`config.mk`:
```
export PLATFORM = sky130hd
export DESIGN_NAME = xoc_crystal_osc_control
export DESIGN_NICKNAME = d
export VERILOG_FILES = /design/src/xoc_pkg.sv /design/src/xoc_crystal_osc_control.sv /design/src/xoc_startup_counter.sv
export SDC_FILE = /design/constraint.sdc
export NUM_CORES = 1
export LEC_CHECK = 0
export ABC_AREA = 1
export BUFFER_PORTS_ARGS = -buffer_cell sky130_fd_sc_hd__buf_4
export CAP_MARGIN = 20
export CORE_ASPECT_RATIO = 0.5
export CORE_MARGIN = 5
export CORE_UTILIZATION = 57
export DETAILED_ROUTE_END_ITERATION = 7
export PLACE_DENSITY_LB_ADDON = 0.05
export REMOVE_ABC_BUFFERS = 1
export SETUP_SLACK_MARGIN = 0.5
export SYNTH_ARGS = -nofsm -noshare
export SYNTH_HDL_FRONTEND = slang
export SYNTH_HIERARCHICAL = 1
export SYNTH_SLANG_ARGS = --single-unit
```
`constraint.sdc`:
```
create_clock -name mclk -period 4.4 [get_ports mclk]
set_input_delay 0.66 -clock mclk [delete_from_list [all_inputs] [get_ports mclk]]
set_output_delay 0.66 -clock mclk [all_outputs]
set_load 0.05 [all_outputs]
```
`src/xoc_pkg.sv`:
```
// Constants and types shared by the crystal oscillator control logic.
// Assumes one 100 MHz clock and a plain strobe register port.
package xoc_pkg;

	// ********************************************
	// Register map
	// ********************************************
	localparam int XOC_ADDR_W = 4;
	localparam logic [XOC_ADDR_W-1:0] XOC_OFF_CONTROL = 4'h0;
	localparam logic [7:0] XOC_CONTROL_RESET = 8'h00;
	// Writable bits; 6 and 4 stay zero
	localparam logic [7:0] XOC_CONTROL_WMASK = 8'hAF;

	// ********************************************
	// Field positions
	// ********************************************
	localparam int XOC_BIT_REF_EN = 7;
	localparam int XOC_BIT_RSV6 = 6;
	localparam int XOC_BIT_RETAIN = 5;
	localparam int XOC_BIT_RSV4 = 4;
	localparam int XOC_BIT_CAP_TWO = 3;
	localparam int XOC_BIT_CAP_FOUR = 2;
	localparam int XOC_BIT_CAP_EIGHT = 1;
	localparam int XOC_BIT_CAP_SIXTEEN = 0;

	// ********************************************
	// Timing
	// ********************************************
	localparam int XOC_STARTUP_CYCLES = 4096;
	localparam int XOC_CLK_PERIOD_NS = 10;

	typedef enum logic [1:0] {
		XOC_OFF,
		XOC_STARTUP,
		XOC_STABLE,
		XOC_EXT_CLOCK
	} xoc_state_e;

	typedef struct packed {
		logic ref_clock_out_enable;
		logic rsv6;
		logic ref_clock_stop_retain;
		logic rsv4;
		logic load_cap_two;
		logic load_cap_four;
		logic load_cap_eight;
		logic load_cap_sixteen;
	} xoc_control_s;

endpackage

```
`src/xoc_crystal_osc_control.sv`:
```
// Digital control of the crystal oscillator: register, states, gating.
// Assumes the pad and crystal inputs are synchronous to mclk.
//
// The address-and-strobe port is this design's own decision.
`timescale 1ns/1ns
module xoc_crystal_osc_control #(
	parameter int STARTUP_CYCLES = xoc_pkg::XOC_STARTUP_CYCLES
) (
	input wire logic mclk,
	input wire logic rst_n,
	input wire logic [xoc_pkg::XOC_ADDR_W-1:0] reg_addr,
	input wire logic [7:0] reg_wdata,
	input wire logic reg_write,
	input wire logic reg_read,
	output logic [7:0] reg_rdata,
	input wire logic osc_enable,
	input wire logic internal_oscillator_select,
	input wire logic stop_mode,
	input wire logic very_low_leakage_stop_wake,
	input wire logic crystal_amplitude_ok,
	input wire logic clock_input_pad,
	output logic crystal_drive_pad_out,
	output logic crystal_drive_pad_oe,
	output logic pads_connected,
	output logic amplifier_enable,
	output logic hysteresis_enable,
	output logic [3:0] load_cap_select,
	output logic raw_crystal_clock,
	output logic startup_count_done,
	output logic osc_clk_out,
	output logic peripheral_ref_clock,
	output xoc_pkg::xoc_state_e osc_state
);
	import xoc_pkg::*;

	// ********************************************
	// Register file
	// ********************************************
	xoc_control_s oscillator_control;
	logic hit_control;
	logic stop_ref_latched;
	logic stop_d;

	function automatic logic decode_control(
		input logic [XOC_ADDR_W-1:0] addr
	);
		decode_control = (addr == XOC_OFF_CONTROL);
	endfunction

	assign hit_control = decode_control(reg_addr);

	// Reset and deep-stop wake both return the register to zero
	always_ff @(posedge mclk or negedge rst_n) begin
		if (!rst_n) begin
			oscillator_control <= XOC_CONTROL_RESET;
		end else if (very_low_leakage_stop_wake) begin
			oscillator_control <= XOC_CONTROL_RESET;
		end else if (reg_write && hit_control) begin
			// Reserved bits cannot be written
			oscillator_control <= reg_wdata & XOC_CONTROL_WMASK;
		end
	end

	// Read data stand for one cycle only; unmapped reads return zero
	always_ff @(posedge mclk or negedge rst_n) begin
		if (!rst_n) begin
			reg_rdata <= 8'h00;
		end else if (reg_read && hit_control) begin
			reg_rdata <= oscillator_control & XOC_CONTROL_WMASK;
		end else begin
			reg_rdata <= 8'h00;
		end
	end

	// ********************************************
	// Stop mode handling
	// ********************************************
	// Bit 7 is sampled at stop entry; setting it during stop is too late
	always_ff @(posedge mclk or negedge rst_n) begin
		if (!rst_n) begin
			stop_d <= 1'b0;
			stop_ref_latched <= 1'b0;
		end else begin
			stop_d <= stop_mode;
			if (stop_mode && !stop_d) begin
				stop_ref_latched <= oscillator_control.ref_clock_out_enable;
			end
		end
	end

	logic stop_keep;
	logic eff_enable;
	logic ref_before_stop;

	// In the entry cycle the latch is not loaded yet, so use bit 7 itself
	assign ref_before_stop = stop_d ? stop_ref_latched :
		oscillator_control.ref_clock_out_enable;

	// Oscillator survives stop only with both bits set
	assign stop_keep = oscillator_control.ref_clock_out_enable &&
		oscillator_control.ref_clock_stop_retain && ref_before_stop;
	assign eff_enable = osc_enable && (!stop_mode || stop_keep);

	// ********************************************
	// State machine
	// ********************************************
	xoc_state_e next_state;

	always_comb begin
		next_state = osc_state;
		unique case (osc_state)
			XOC_OFF: begin
				if (eff_enable && internal_oscillator_select) begin
					next_state = XOC_STARTUP;
				end else if (eff_enable) begin
					next_state = XOC_EXT_CLOCK;
				end
			end
			XOC_STARTUP: begin
				if (!eff_enable) begin
					next_state = XOC_OFF;
				end else if (!internal_oscillator_select) begin
					next_state = XOC_EXT_CLOCK;
				end else if (startup_count_done) begin
					next_state = XOC_STABLE;
				end
			end
			XOC_STABLE: begin
				if (!eff_enable) begin
					next_state = XOC_OFF;
				end else if (!internal_oscillator_select) begin
					next_state = XOC_EXT_CLOCK;
				end
			end
			XOC_EXT_CLOCK: begin
				if (!eff_enable) begin
					next_state = XOC_OFF;
				end else if (internal_oscillator_select) begin
					next_state = XOC_STARTUP;
				end
			end
		endcase
	end

	always_ff @(posedge mclk or negedge rst_n) begin
		if (!rst_n) begin
			osc_state <= XOC_OFF;
		end else begin
			osc_state <= next_state;
		end
	end

	// ********************************************
	// Raw crystal clock and start-up counter
	// ********************************************
	logic osc_mode;
	logic raw_d;
	logic raw_tick;
	logic counter_clear;

	assign osc_mode = (osc_state == XOC_STARTUP) ||
		(osc_state == XOC_STABLE);

	// Static in off unless the pad path is selected
	always_ff @(posedge mclk or negedge rst_n) begin
		if (!rst_n) begin
			raw_crystal_clock <= 1'b0;
		end else if (osc_mode) begin
			// Amplitude too small to pass the input buffer yet
			raw_crystal_clock <= crystal_amplitude_ok && clock_input_pad;
		end else if (!internal_oscillator_select) begin
			raw_crystal_clock <= clock_input_pad;
		end else begin
			raw_crystal_clock <= 1'b0;
		end
	end

	always_ff @(posedge mclk or negedge rst_n) begin
		if (!rst_n) begin
			raw_d <= 1'b0;
		end else begin
			raw_d <= raw_crystal_clock;
		end
	end

	assign raw_tick = raw_crystal_clock && !raw_d;
	// Leaving the oscillator states forces a fresh count
	assign counter_clear = !(osc_mode && next_state != XOC_OFF &&
		next_state != XOC_EXT_CLOCK);

	xoc_startup_counter #(
		.COUNT(STARTUP_CYCLES)
	) u_counter (
		.mclk(mclk),
		.rst_n(rst_n),
		.clear(counter_clear),
		.tick(raw_tick && osc_state == XOC_STARTUP),
		.done(startup_count_done)
	);

	// ********************************************
	// Output clocks
	// ********************************************
	always_ff @(posedge mclk or negedge rst_n) begin
		if (!rst_n) begin
			osc_clk_out <= 1'b0;
		end else if (osc_state == XOC_STABLE && next_state == XOC_STABLE) begin
			osc_clk_out <= raw_crystal_clock;
		end else if (osc_state == XOC_EXT_CLOCK &&
			next_state == XOC_EXT_CLOCK) begin
			osc_clk_out <= clock_input_pad;
		end else begin
			osc_clk_out <= 1'b0;
		end
	end

	logic ref_allowed;

	// In stop the reference clock needs bit 5 and bit 7 set beforehand
	assign ref_allowed = oscillator_control.ref_clock_out_enable &&
		(!stop_mode || (oscillator_control.ref_clock_stop_retain &&
		ref_before_stop));

	always_ff @(posedge mclk or negedge rst_n) begin
		if (!rst_n) begin
			peripheral_ref_clock <= 1'b0;
		end else if (ref_allowed) begin
			peripheral_ref_clock <= osc_clk_out;
		end else begin
			peripheral_ref_clock <= 1'b0;
		end
	end

	// ********************************************
	// Pads and analog controls
	// ********************************************
	always_ff @(posedge mclk or negedge rst_n) begin
		if (!rst_n) begin
			load_cap_select <= 4'h0;
		end else begin
			// Index 0..3 map to 2, 4, 8 and 16 pF
			load_cap_select <= {oscillator_control.load_cap_sixteen,
				oscillator_control.load_cap_eight,
				oscillator_control.load_cap_four,
				oscillator_control.load_cap_two};
		end
	end

	// Drive pad only in oscillator mode; free for I/O otherwise
	assign crystal_drive_pad_oe = osc_mode;
	assign crystal_drive_pad_out = osc_mode && !clock_input_pad;
	assign amplifier_enable = osc_mode;
	assign hysteresis_enable = (osc_state == XOC_EXT_CLOCK);
	assign pads_connected = (osc_state != XOC_OFF);
	// No reset request port exists on this block
endmodule

```
`src/xoc_startup_counter.sv`:
```
// Start-up counter that qualifies the raw crystal clock.
// Assumes tick is a one-cycle pulse per raw crystal clock rising edge.
`timescale 1ns/1ns
module xoc_startup_counter #(
	parameter int COUNT = xoc_pkg::XOC_STARTUP_CYCLES
) (
	input wire logic mclk,
	input wire logic rst_n,
	input wire logic clear,
	input wire logic tick,
	output logic done
);
	import xoc_pkg::*;

	localparam int CW = $clog2(COUNT + 1);
	localparam logic [CW-1:0] LAST = CW'(COUNT - 1);

	logic [CW-1:0] count;

	// Held at zero while the oscillator is not generating clocks
	always_ff @(posedge mclk or negedge rst_n) begin
		if (!rst_n) begin
			count <= '0;
		end else if (clear) begin
			count <= '0;
		end else if (tick && !done) begin
			count <= count + CW'(1);
		end
	end

	// Done once the count has seen every required edge
	always_ff @(posedge mclk or negedge rst_n) begin
		if (!rst_n) begin
			done <= 1'b0;
		end else if (clear) begin
			done <= 1'b0;
		end else if (tick && count == LAST) begin
			done <= 1'b1;
		end
	end
endmodule

```
== Word level (Yosys, flattened, before mapping) ==
Cells that the tools add are included.

* Flip-flop bits (word level): 40
* Input port bits: 22
* Output and inout port bits: 23

* Add/subtract/negate cells: 1
* Eq/ne operators: 9
* Mux-type cells: 23
* Reductions and logical operators: 32

{| class="wikitable"
|+ Operators by type and width
! operator !! number
|-
| 13-bit 2-to-1 mux || 2
|-
| 8-bit 2-to-1 mux || 3
|-
| 1-bit logical AND || 19
|-
| 2-bit 2-to-1 mux || 9
|-
| 13-bit by 1-bit adder with 13-bit output, second input constant || 1
|-
| 13-bit by 12-bit == test with 1-bit output, second input constant || 1
|-
| 2-bit == test, second input constant || 4
|-
| 1-bit 2-to-1 mux || 8
|-
| 2-bit case mux with 4 select lines || 1
|-
| 2-bit nonzero test || 3
|-
| 1-bit zero test || 5
|-
| 4-bit zero test || 1
|-
| 2-bit by 1-bit != test with 1-bit output, second input constant || 2
|-
| 1-bit logical OR || 3
|-
| 2-bit by 1-bit == test with 1-bit output, second input constant || 1
|-
| 2-bit zero test || 1
|-
| 2-bit != test, second input constant || 1
|}

== Longest topological paths before layout ==
Gate-level depths: netlist (run 1).

* Depth in word-level cells: 11
* Mapped depth: 16
* Depth with buffers taken out: 16

== By module ==
The synthesis (run 1) kept the hierarchy.

{| class="wikitable"
|+ By module, submodules not included
! module !! times used !! cells each !! area an instance (sq um)
|-
| xoc_crystal_osc_control || 1 || 125 || 1113.6
|-
| xoc_startup_counter || 1 || 106 || 814.5
|}

== Least setup slack after synthesis (run 1) ==
Ideal clock, no wire load.

* Path type: register -> output
* From: register osc_state[1]
* To: output port crystal_drive_pad_out
* Arrival: 2.270 ns
* Required time: 3.740 ns
* Path slack: 1.470 ns
* Stages on the path, launching flop included: 5
* Buffers on the path: 0
* Cell sequence: dfrtp_1 inv_1 ha_1 inv_1 nor2_1

* Longest elaborated chain between the ends: 3
* Elaborated cells between the ends (all ways): 4
* Classes of those cells: 2 x eq/ne; 2 x reduce/logical

{| class="wikitable"
|+ RTL lines
! element !! RTL line !! source
|-
| from (decl) || xoc_crystal_osc_control.sv:32 || <nowiki>output xoc_pkg::xoc_state_e osc_state</nowiki>
|-
| from (signal assigned) || xoc_crystal_osc_control.sv:149 || <nowiki>osc_state <= next_state;</nowiki>
|-
| 2-bit by 1-bit == test with 1-bit output or 2-bit == test (tied branches) || xoc_crystal_osc_control.sv:161, xoc_crystal_osc_control.sv:162 ||
|-
| 1-bit logical OR (*) || xoc_crystal_osc_control.sv:161 || <nowiki>assign osc_mode = (osc_state == XOC_STARTUP) ||</nowiki>
|-
| via amplifier_enable || xoc_crystal_osc_control.sv:25 || <nowiki>output logic amplifier_enable,</nowiki>
|-
| 1-bit logical AND (*) || xoc_crystal_osc_control.sv:251 || <nowiki>assign crystal_drive_pad_out = osc_mode && !clock_input_pad;</nowiki>
|-
| to (decl) || xoc_crystal_osc_control.sv:22 || <nowiki>output logic crystal_drive_pad_out,</nowiki>
|}

The timed path passes the listed nets; every way through them passes the cells marked *.

== Worst setup path in the final report (run 1) ==
* From: register osc_state[1]
* To: register u_counter.count[6]

* Longest elaborated chain between the ends: 8
* Elaborated cells between the ends (all ways): 23
* Classes of those cells: 5 x eq/ne; 11 x mux; 7 x reduce/logical

{| class="wikitable"
|+ RTL lines
! element !! RTL line !! source
|-
| 2-bit 2-to-1 mux || xoc_crystal_osc_control.sv:124 || <nowiki>end else if (startup_count_done) begin</nowiki>
|-
| 2-bit 2-to-1 mux || xoc_crystal_osc_control.sv:122 || <nowiki>end else if (!internal_oscillator_select) begin</nowiki>
|-
| 2-bit 2-to-1 mux || xoc_crystal_osc_control.sv:120 || <nowiki>if (!eff_enable) begin</nowiki>
|-
| 2-bit case mux with 4 select lines || xoc_crystal_osc_control.sv:111 || <nowiki>unique case (osc_state)</nowiki>
|-
| 2-bit nonzero test || xoc_crystal_osc_control.sv:188 || <nowiki>assign counter_clear = !(osc_mode && next_state != XOC_OFF &&</nowiki>
|-
| 1-bit logical AND (2 in series) || xoc_crystal_osc_control.sv:188 ||
|-
| 2-bit by 1-bit != test with 1-bit output (no line) or 13-bit 2-to-1 mux (tied branches) || -- ||
|-
| to (signal assigned) || xoc_startup_counter.sv:27 || <nowiki>count <= count + CW'(1);</nowiki>
|-
| to (decl) || xoc_startup_counter.sv:18 || <nowiki>logic [CW-1:0] count;</nowiki>
|}

Several ways; a longest one is shown, not always the timed one.
A chain may end at the register's enable or synchronous reset.

==> results.sh, run 1 <==
export IMPL_r2r_setup_slack_ns=1.99
export IMPL_hold_violations=0
export IMPL_vdd_ir_drop_max_v=0.000418
export IMPL_post_route_min_period_ns=2.41
export IMPL_power_share_switching=0.457
export IMPL_ys_flop_type="dfrtp_1"
export IMPL_fin_nets=303
export IMPL_power_frac_clock=0.207
export IMPL_max_stage_delay_ns=0.45
export IMPL_coreArea_um2=3120
export IMPL_first_pass_iters=5
export IMPL_syn2layout_area_growth_pct=21.4
export IMPL_ff2ff_path_depth=16
export IMPL_numCtsBuffers=5
export IMPL_path_cells="inv_1 -> ha_1 -> inv_2 -> nand2_1 -> nand2_1 -> nand3_1 -> nand3_1 -> nand2_1 -> nand2_1 -> nand2_1 -> nand3_1 -> inv_1 -> nand2_1 -> nand2_1 -> o21ai_1 -> a21oi_1"
export IMPL_cts_clk_slew_worst_paths_ns=0.07
export IMPL_endpoint_kind="register"
export IMPL_cts_buffer_depth=2
export IMPL_power_total_uw=1200
export IMPL_clk_latency_ns=0.29
export IMPL_synth_edf_count=0
export IMPL_globalplace_congestion=0.917
export IMPL_synthArstFlopShare=1.00
export IMPL_vias=1576
export IMPL_cts_max_level=2
export IMPL_syn_instance_count=231
export IMPL_outcome="finished, final reports clean"
export IMPL_power_density_nw_per_um2=514
export IMPL_min_period_over_period=0.548
export IMPL_setup_violations=0
export IMPL_dieArea_um2=4720
export IMPL_path_max_fanout=13
export IMPL_avgSynthCellArea_um2=8.35
export IMPL_rows=14
export IMPL_yosys_warnings=6
export IMPL_dieHeight_um=51.1
export IMPL_seq_area_frac_synth=0.493
export IMPL_r2r_start="osc_state[1]"
export IMPL_die_x_um=92.3
export IMPL_crit_type="register to register"
export IMPL_crit_path_top_delay_cell="dfrtp_1"
export IMPL_cts_tree="done"
export IMPL_r2r_end="u_counter/count[6]"
export IMPL_cts_resized=0
export IMPL_rsz0062_at_grt="no"
export IMPL_cp_required_ns=4.61
export IMPL_synth_seq_cells=38
export IMPL_cp_data_arrival_time_ns=2.63
export IMPL_diodes=0
export IMPL_hpwlAfterDp_um=2950
export IMPL_ant_nets=0
export IMPL_clock_sinks=38
export IMPL_crit_path_start_kind="register"
export IMPL_drc=0
export IMPL_grt_pass1_vias=1585
export IMPL_slew_viol_final=0
export IMPL_intPower_uw=653
export IMPL_netSwitchingPower_uw=551
export IMPL_seqPwrFrac=0.328
export IMPL_grt_antenna_before_repair=0
export IMPL_grt_pass1_wl_um=6890
export IMPL_netlist_area_um2=1930
export IMPL_cts_setup_buffers=0
export IMPL_initial_utilization=0.618
export IMPL_p_leak_uw=0.00120
export IMPL_path_common_cell="nand2_1"
export IMPL_io_pins=45
export IMPL_min_path_type="primary input to asynchronous set/reset pin"
export IMPL_skew_ns=0.00649
export IMPL_grtUsageTotal=0.188
export IMPL_overflow=0
export IMPL_ctsHoldBuffers=0
export IMPL_grt_max_degree=39
export IMPL_fmax_mhz=414
export IMPL_fin_setup_tns_ns=0
export IMPL_synth_cell_types=26
export IMPL_maxCapViolCount=0
export IMPL_wl_per_cell_um=12.5
export IMPL_drt_initial_drc_count=88
export IMPL_vias_per_cell=4.99
export IMPL_pwr_share_comb=0.465
export IMPL_cts_root_buf="clkbuf_8"
export IMPL_portBuffers=40
export IMPL_drive_above_1_share=0.286
export IMPL_wl_um=3950
==> per-layer routing <==
| metal | wire length [um] | part of all wire | GRT usage |
|---|---|---|---|
| met1 | 1760 | 0.45 | 0.225 |
| met2 | 1880 | 0.48 | 0.322 |
| met3 | 288 | 0.073 | 0.0645 |
| met4 | 19 | 0.0048 | 0.0665 |
| met5 | 0 | 0 | 0 |
==> kinds of logic after synthesis <==
| group | share of synthesized area |
|---|---|
| AND/OR/NAND/NOR | 0.299 |
| AO/OA/AOI/OAI | 0.0746 |
| other | 0.00194 |
| flip-flops | 0.493 |
| adder cells (fa/ha/maj) | 0.0389 |
| buffers and inverters | 0.0928 |
==> power by group through the flow <==
| stage | Clock, uW | Sequential [uW] | Combinational (uW) |
|---|---|---|---|
| 2_1_floorplan | 0 | 449 | 360 |
| 3_3_place_gp | 0 | 403 | 554 |
| 3_5_place_dp | 0 | 401 | 558 |
| 4_1_cts | 255 | 395 | 561 |
| 5_1_grt | 275 | 399 | 606 |
| 6_report | 249 | 395 | 560 |
==> per-stage QoR <==
step / utilization / worst slack, ns / hold slack (ns) / instance area, um^2 / cells
2_1_floorplan: - / 1.15 / 0.354 / 1900 / 228
3_3_place_gp: 0.720 / 2.06 / 0.358 / 2250 / 308
3_5_place_dp: 0.720 / 2.04 / 0.365 / 2250 / 308
4_1_cts: 0.751 / 2.01 / 0.334 / 2340 / 316
5_1_grt: 0.751 / 1.75 / 0.367 / 2340 / 316
6_report: 0.751 / 1.99 / 0.326 / 2340 / 316
==> synth_stat cells, types with 2 or more instances <==
library cell   n  share of area
nand2_2        7          0.023
ha_1           6          0.039
nor3_1         2         0.0052
nor2_4         5          0.029
dfrtp_1       38           0.49
a21oi_1        8          0.021
buf_4          3          0.012
o21ai_0       10          0.026
inv_2          6          0.012
nand2_1       45          0.088
nor2_2         7          0.023
nor2_1        24          0.047
o21ai_1        3         0.0078
a21oi_2        2         0.0091
nand3_1       23          0.060
inv_1         32          0.062
==> critical path: cells and delay by family (launching register included) <==
| kind | cells | cell delay, ns |
|---|---|---|
| adders and majority gates | 1 | 0.22 |
| and+or+nand+nor | 10 | 0.88 |
| DFF | 1 | 0.45 |
| buffers and inverters | 3 | 0.59 |
| AOI/OAI and AO/OA | 2 | 0.19 |
==> sequential cells by signal, summed over array words and instances (netlist names) <==
name                  count
osc_state                 2
u_counter/done            1
reg_rdata                 6
peripheral_ref_clock      1
osc_clk_out               1
oscillator_control        6
stop_ref_latched          1
load_cap_select           4
raw_crystal_clock         1
raw_d                     1
u_counter/count          13
stop_d                    1
==> cell usage in the layout, fill, tap and decap left out, types with 2 or more instances in the layout <==
| cell | Yosys | final |
|---|---|---|
| dfrtp_1 | 38 | 38 |
| inv_2 | 6 | 6 |
| a21oi_2 | 2 | 2 |
| clkbuf_8 | 1 | 6 |
| nor3_1 | 2 | 2 |
| nor2_1 | 24 | 24 |
| nand2_1 | 45 | 45 |
| nor2_2 | 7 | 7 |
| buf_4 | 3 | 40 |
| inv_1 | 32 | 32 |
| o21ai_0 | 10 | 10 |
| nand2_2 | 7 | 7 |
| nor2_4 | 5 | 5 |
| a21oi_1 | 8 | 8 |
| conb_1 | 1 | 2 |
| o21ai_1 | 3 | 3 |
| ha_1 | 6 | 6 |
| nand3_1 | 23 | 23 |
==> worst max-delay path by stage <==
stage,startpoint,endpoint,slack [ns]
3_5_place_dp,internal_oscillator_select,u_counter/count[6],2.04
4_1_cts,osc_state[1],u_counter/count[6],2.01
5_1_grt,osc_state[1],u_counter/count[6],1.75
6_report,osc_state[1],u_counter/count[6],1.99
3_3_place_gp,osc_state[1],u_counter/count[6],2.06
2_1_floorplan,osc_state[1],crystal_drive_pad_out,1.15
==> layout make-up <==
cell class / count / area (um^2)
Clock buffer: 6 / 82.6
Clock inverter: 2 / 12.5
Fill cell: 223 / 777
Inverter: 38 / 143
Multi-Input combinational cell: 152 / 802
Sequential cell: 38 / 951
Tap cell: 40 / 50.0
Timing Repair Buffer: 40 / 300
(Power assumes the default switching activity.)
==> run 2: changes to the inputs <==
- ABC_AREA: 1 -> 0
- CORE_UTILIZATION: 57 -> 47
- clock period: 4.4 -> 2.2 ns (I/O delays scaled with it)
==> results.sh, run 2 <==
export IMPL_initial_utilization=0.504
export IMPL_yosysTopAreaCell="dfrtp_1"
export IMPL_slew_headroom=0.585
export IMPL_cts_max_level=2
export IMPL_min_path_type="primary input to register"
export IMPL_pre_cts_ws_ns=0.0940
export IMPL_path_cells="inv_2 -> ha_4 -> buf_6 -> nor2b_4 -> o21ai_1 -> a32o_2 -> xnor2_1 -> nand2_1 -> buf_6 -> nor2_2"
export IMPL_cp_required_ns=2.43
export IMPL_cp_data_arrival_time_ns=2.10
export IMPL_setup_slack_ns=0.323
export IMPL_drc=0
export IMPL_fin_nets=260
export IMPL_grt_max_degree=39
export IMPL_synthTopCellsByCount="dfrtp_1 (38), nand2_1 (20), nor2_1 (19)"
export IMPL_coreArea_um2=3530
export IMPL_synthMostInstantiatedCell="dfrtp_1"
export IMPL_fmax_mhz=533
export IMPL_fin_cells=284
export IMPL_setup_violations=0
export IMPL_synth_edf_count=0
export IMPL_portBuffers=40
export IMPL_ant_nets=0
export IMPL_clk_latency_ns=0.29
export IMPL_yosys_warnings=6
export IMPL_hpwlAfterDp_um=2610
export IMPL_die_x_um=97.0
export IMPL_wl_per_cell_um=14.0
export IMPL_post_place_cells=263
export IMPL_wl_met2_um=1900
export IMPL_cts_root_buf="clkbuf_8"
export IMPL_cp_top_family="buffers and inverters"
export IMPL_power_total_uw=2770
export IMPL_cts_clk_slew_worst_paths_ns=0.08
export IMPL_path_common_cell="buf_6"
export IMPL_vias_per_cell=5.08
export IMPL_dieArea_um2=5190
export IMPL_crit_path_start_kind="register"
export IMPL_critPathBufInv=3
export IMPL_grtUsageTotal=0.163
export IMPL_synth_cell_types=38
export IMPL_crit_path_top_delay_cell="dfrtp_1"
export IMPL_p_leak_uw=0.00119
export IMPL_overflow=0
export IMPL_grt_pass1_vias=1368
export IMPL_met1_length_um=1870
export IMPL_io_pins=45
export IMPL_syn2layout_area_growth_pct=44.9
export IMPL_rows=15
export IMPL_netlist_area_um2=1780
export IMPL_register_area_um2=952
export IMPL_yosys_top_cells_area="dfrtp_1 (53%), ha_1 (4.2%), nand2_1 (4.2%)"
export IMPL_dieHeight_um=53.5
export IMPL_final_common_cell="buf_4"
export IMPL_numCtsBuffers=5
export IMPL_met3_wirelength_um=168
export IMPL_drive_above_1_share=0.438
export IMPL_synth_top_area_share=0.535
export IMPL_seq_area_frac_synth=0.535
export IMPL_power_density_nw_per_um2=1080
export IMPL_hold_violations=0
export IMPL_avgSynthCellArea_um2=10.2
export IMPL_min_period_over_period=0.853
export IMPL_synth_seq_cells=38
export IMPL_synthArstFlopShare=1.00
export IMPL_vias=1443
export IMPL_vdd_ir_drop_max_v=0.000517
export IMPL_top_regs="u_counter/count (13), oscillator_control (6), reg_rdata (6)"
export IMPL_slew_viol_final=0
export IMPL_globalplace_congestion=0.865
export IMPL_fin_setup_tns_ns=0
export IMPL_endpoint_kind="register"
export IMPL_max_stage_delay_ns=0.39
export IMPL_rsz0062_at_grt="yes"
export IMPL_crit_type="register to register"
export IMPL_cts_tree="done"
export IMPL_first_pass_iters=4
export IMPL_wl_um=3980
export IMPL_fillers=270
export IMPL_top_layer="met4"
export IMPL_regMostFlops="u_counter/count"
export IMPL_cts_buffer_depth=2
export IMPL_outcome="finished, final reports clean"
export IMPL_most_common_layout_cells="buf_4 (49), dfrtp_1 (37), nand2_1 (20)"
export IMPL_skew_ns=0.00926
export IMPL_ys_flop_type="dfrtp_1"
export IMPL_multi_input_area_um2=947
export IMPL_maxCapViolCount=0
export IMPL_clock_sinks=38
export IMPL_path_max_fanout=7
export IMPL_syn_instance_count=174
export IMPL_worst_pin_slew_ns=0.616
export IMPL_largest_reg_flops=13
export IMPL_drt_initial_drc_count=79
export IMPL_diodes=0
export IMPL_post_route_min_period_ns=1.88
export IMPL_grt_antenna_before_repair=0
export IMPL_grt_pass1_wl_um=6490
==> run 2: final timing paths <==
path                                  startpoint            endpoint  slack (ns)  cells past startpoint
hold / removal                         stop_mode              stop_d        0.19                      1
max in group asynchronous                  rst_n        osc_state[0]        1.32                      2
setup / recovery                    osc_state[1]  u_counter/count[7]        0.32                     10
min in group asynchronous                  rst_n  u_counter/count[6]        0.54                      2
hold reg to reg            oscillator_control[2]  load_cap_select[1]        0.41                      0
setup reg to reg                    osc_state[1]  u_counter/count[7]        0.32                     10
==> run 2: layout make-up <==
class | count | area share
Clock buffer | 5 | 0.0267
Clock inverter | 3 | 0.0267
Inverter | 5 | 0.00826
Multi-Input combinational cell | 126 | 0.368
Sequential cell | 38 | 0.370
Tap cell | 51 | 0.0248
Timing Repair Buffer | 56 | 0.176
==> run 2: kinds of logic (layout without fill, tap and decap cells) <==
group           count (synthesis)  after routing  synth area share
compound gates                 23             23            0.0781
xor+xnor                       11             11            0.0542
fa+ha+maj                       6              6            0.0422
buf+inv                        11             69            0.0310
flops                          38             38             0.535
mux                             2              2            0.0141
other cells                     1              2           0.00211
simple gates                   82             82             0.243
==> run 2: worst register-to-register path, stage by stage, from the launching register on <==
cell     delay [ns]
dfrtp_1        0.39
inv_2          0.12
ha_4           0.15
buf_6          0.11
nor2b_4        0.13
o21ai_1        0.06
a32o_2         0.30
xnor2_1        0.14
nand2_1        0.13
buf_6          0.18
nor2_2         0.11
==> run 2: per-stage QoR <==
stage / util / hold WS (ns) / instance area [um^2]
4_1_cts: 0.682 / 0.182 / 2410
6_report: 0.730 / 0.188 / 2580
5_1_grt: 0.730 / 0.183 / 2580
2_1_floorplan: - / 0.0344 / 1750
3_3_place_gp: 0.604 / 0.319 / 2130
3_5_place_dp: 0.604 / 0.319 / 2130
==> run 2: repair_timing <==
item | in CTS | in global routing
setup endpoints to repair | 18 | 18
buffers inserted | 9 | 2
resized for setup | 14 | 40
pin swaps | 11 | 13
hold endpoints to repair | 6 | 0
hold buffers | 1 | 0
gates cloned | 0 | 1
==> run 2: where the power goes <==
group / switching (uW) / leakage, uW / internal [uW] / total [uW]
clock network: 252 / 0.0000683 / 454 / 707
logic: 786 / 0.000595 / 511 / 1300
registers: 35.3 / 0.000523 / 735 / 770
==> run 2: metal layers <==
metal  global-route usage  vias up
met5                    0        -
met4               0.0559        0
met3               0.0553        4
met2                0.275       30
met1                0.198      697
li1                     -      712
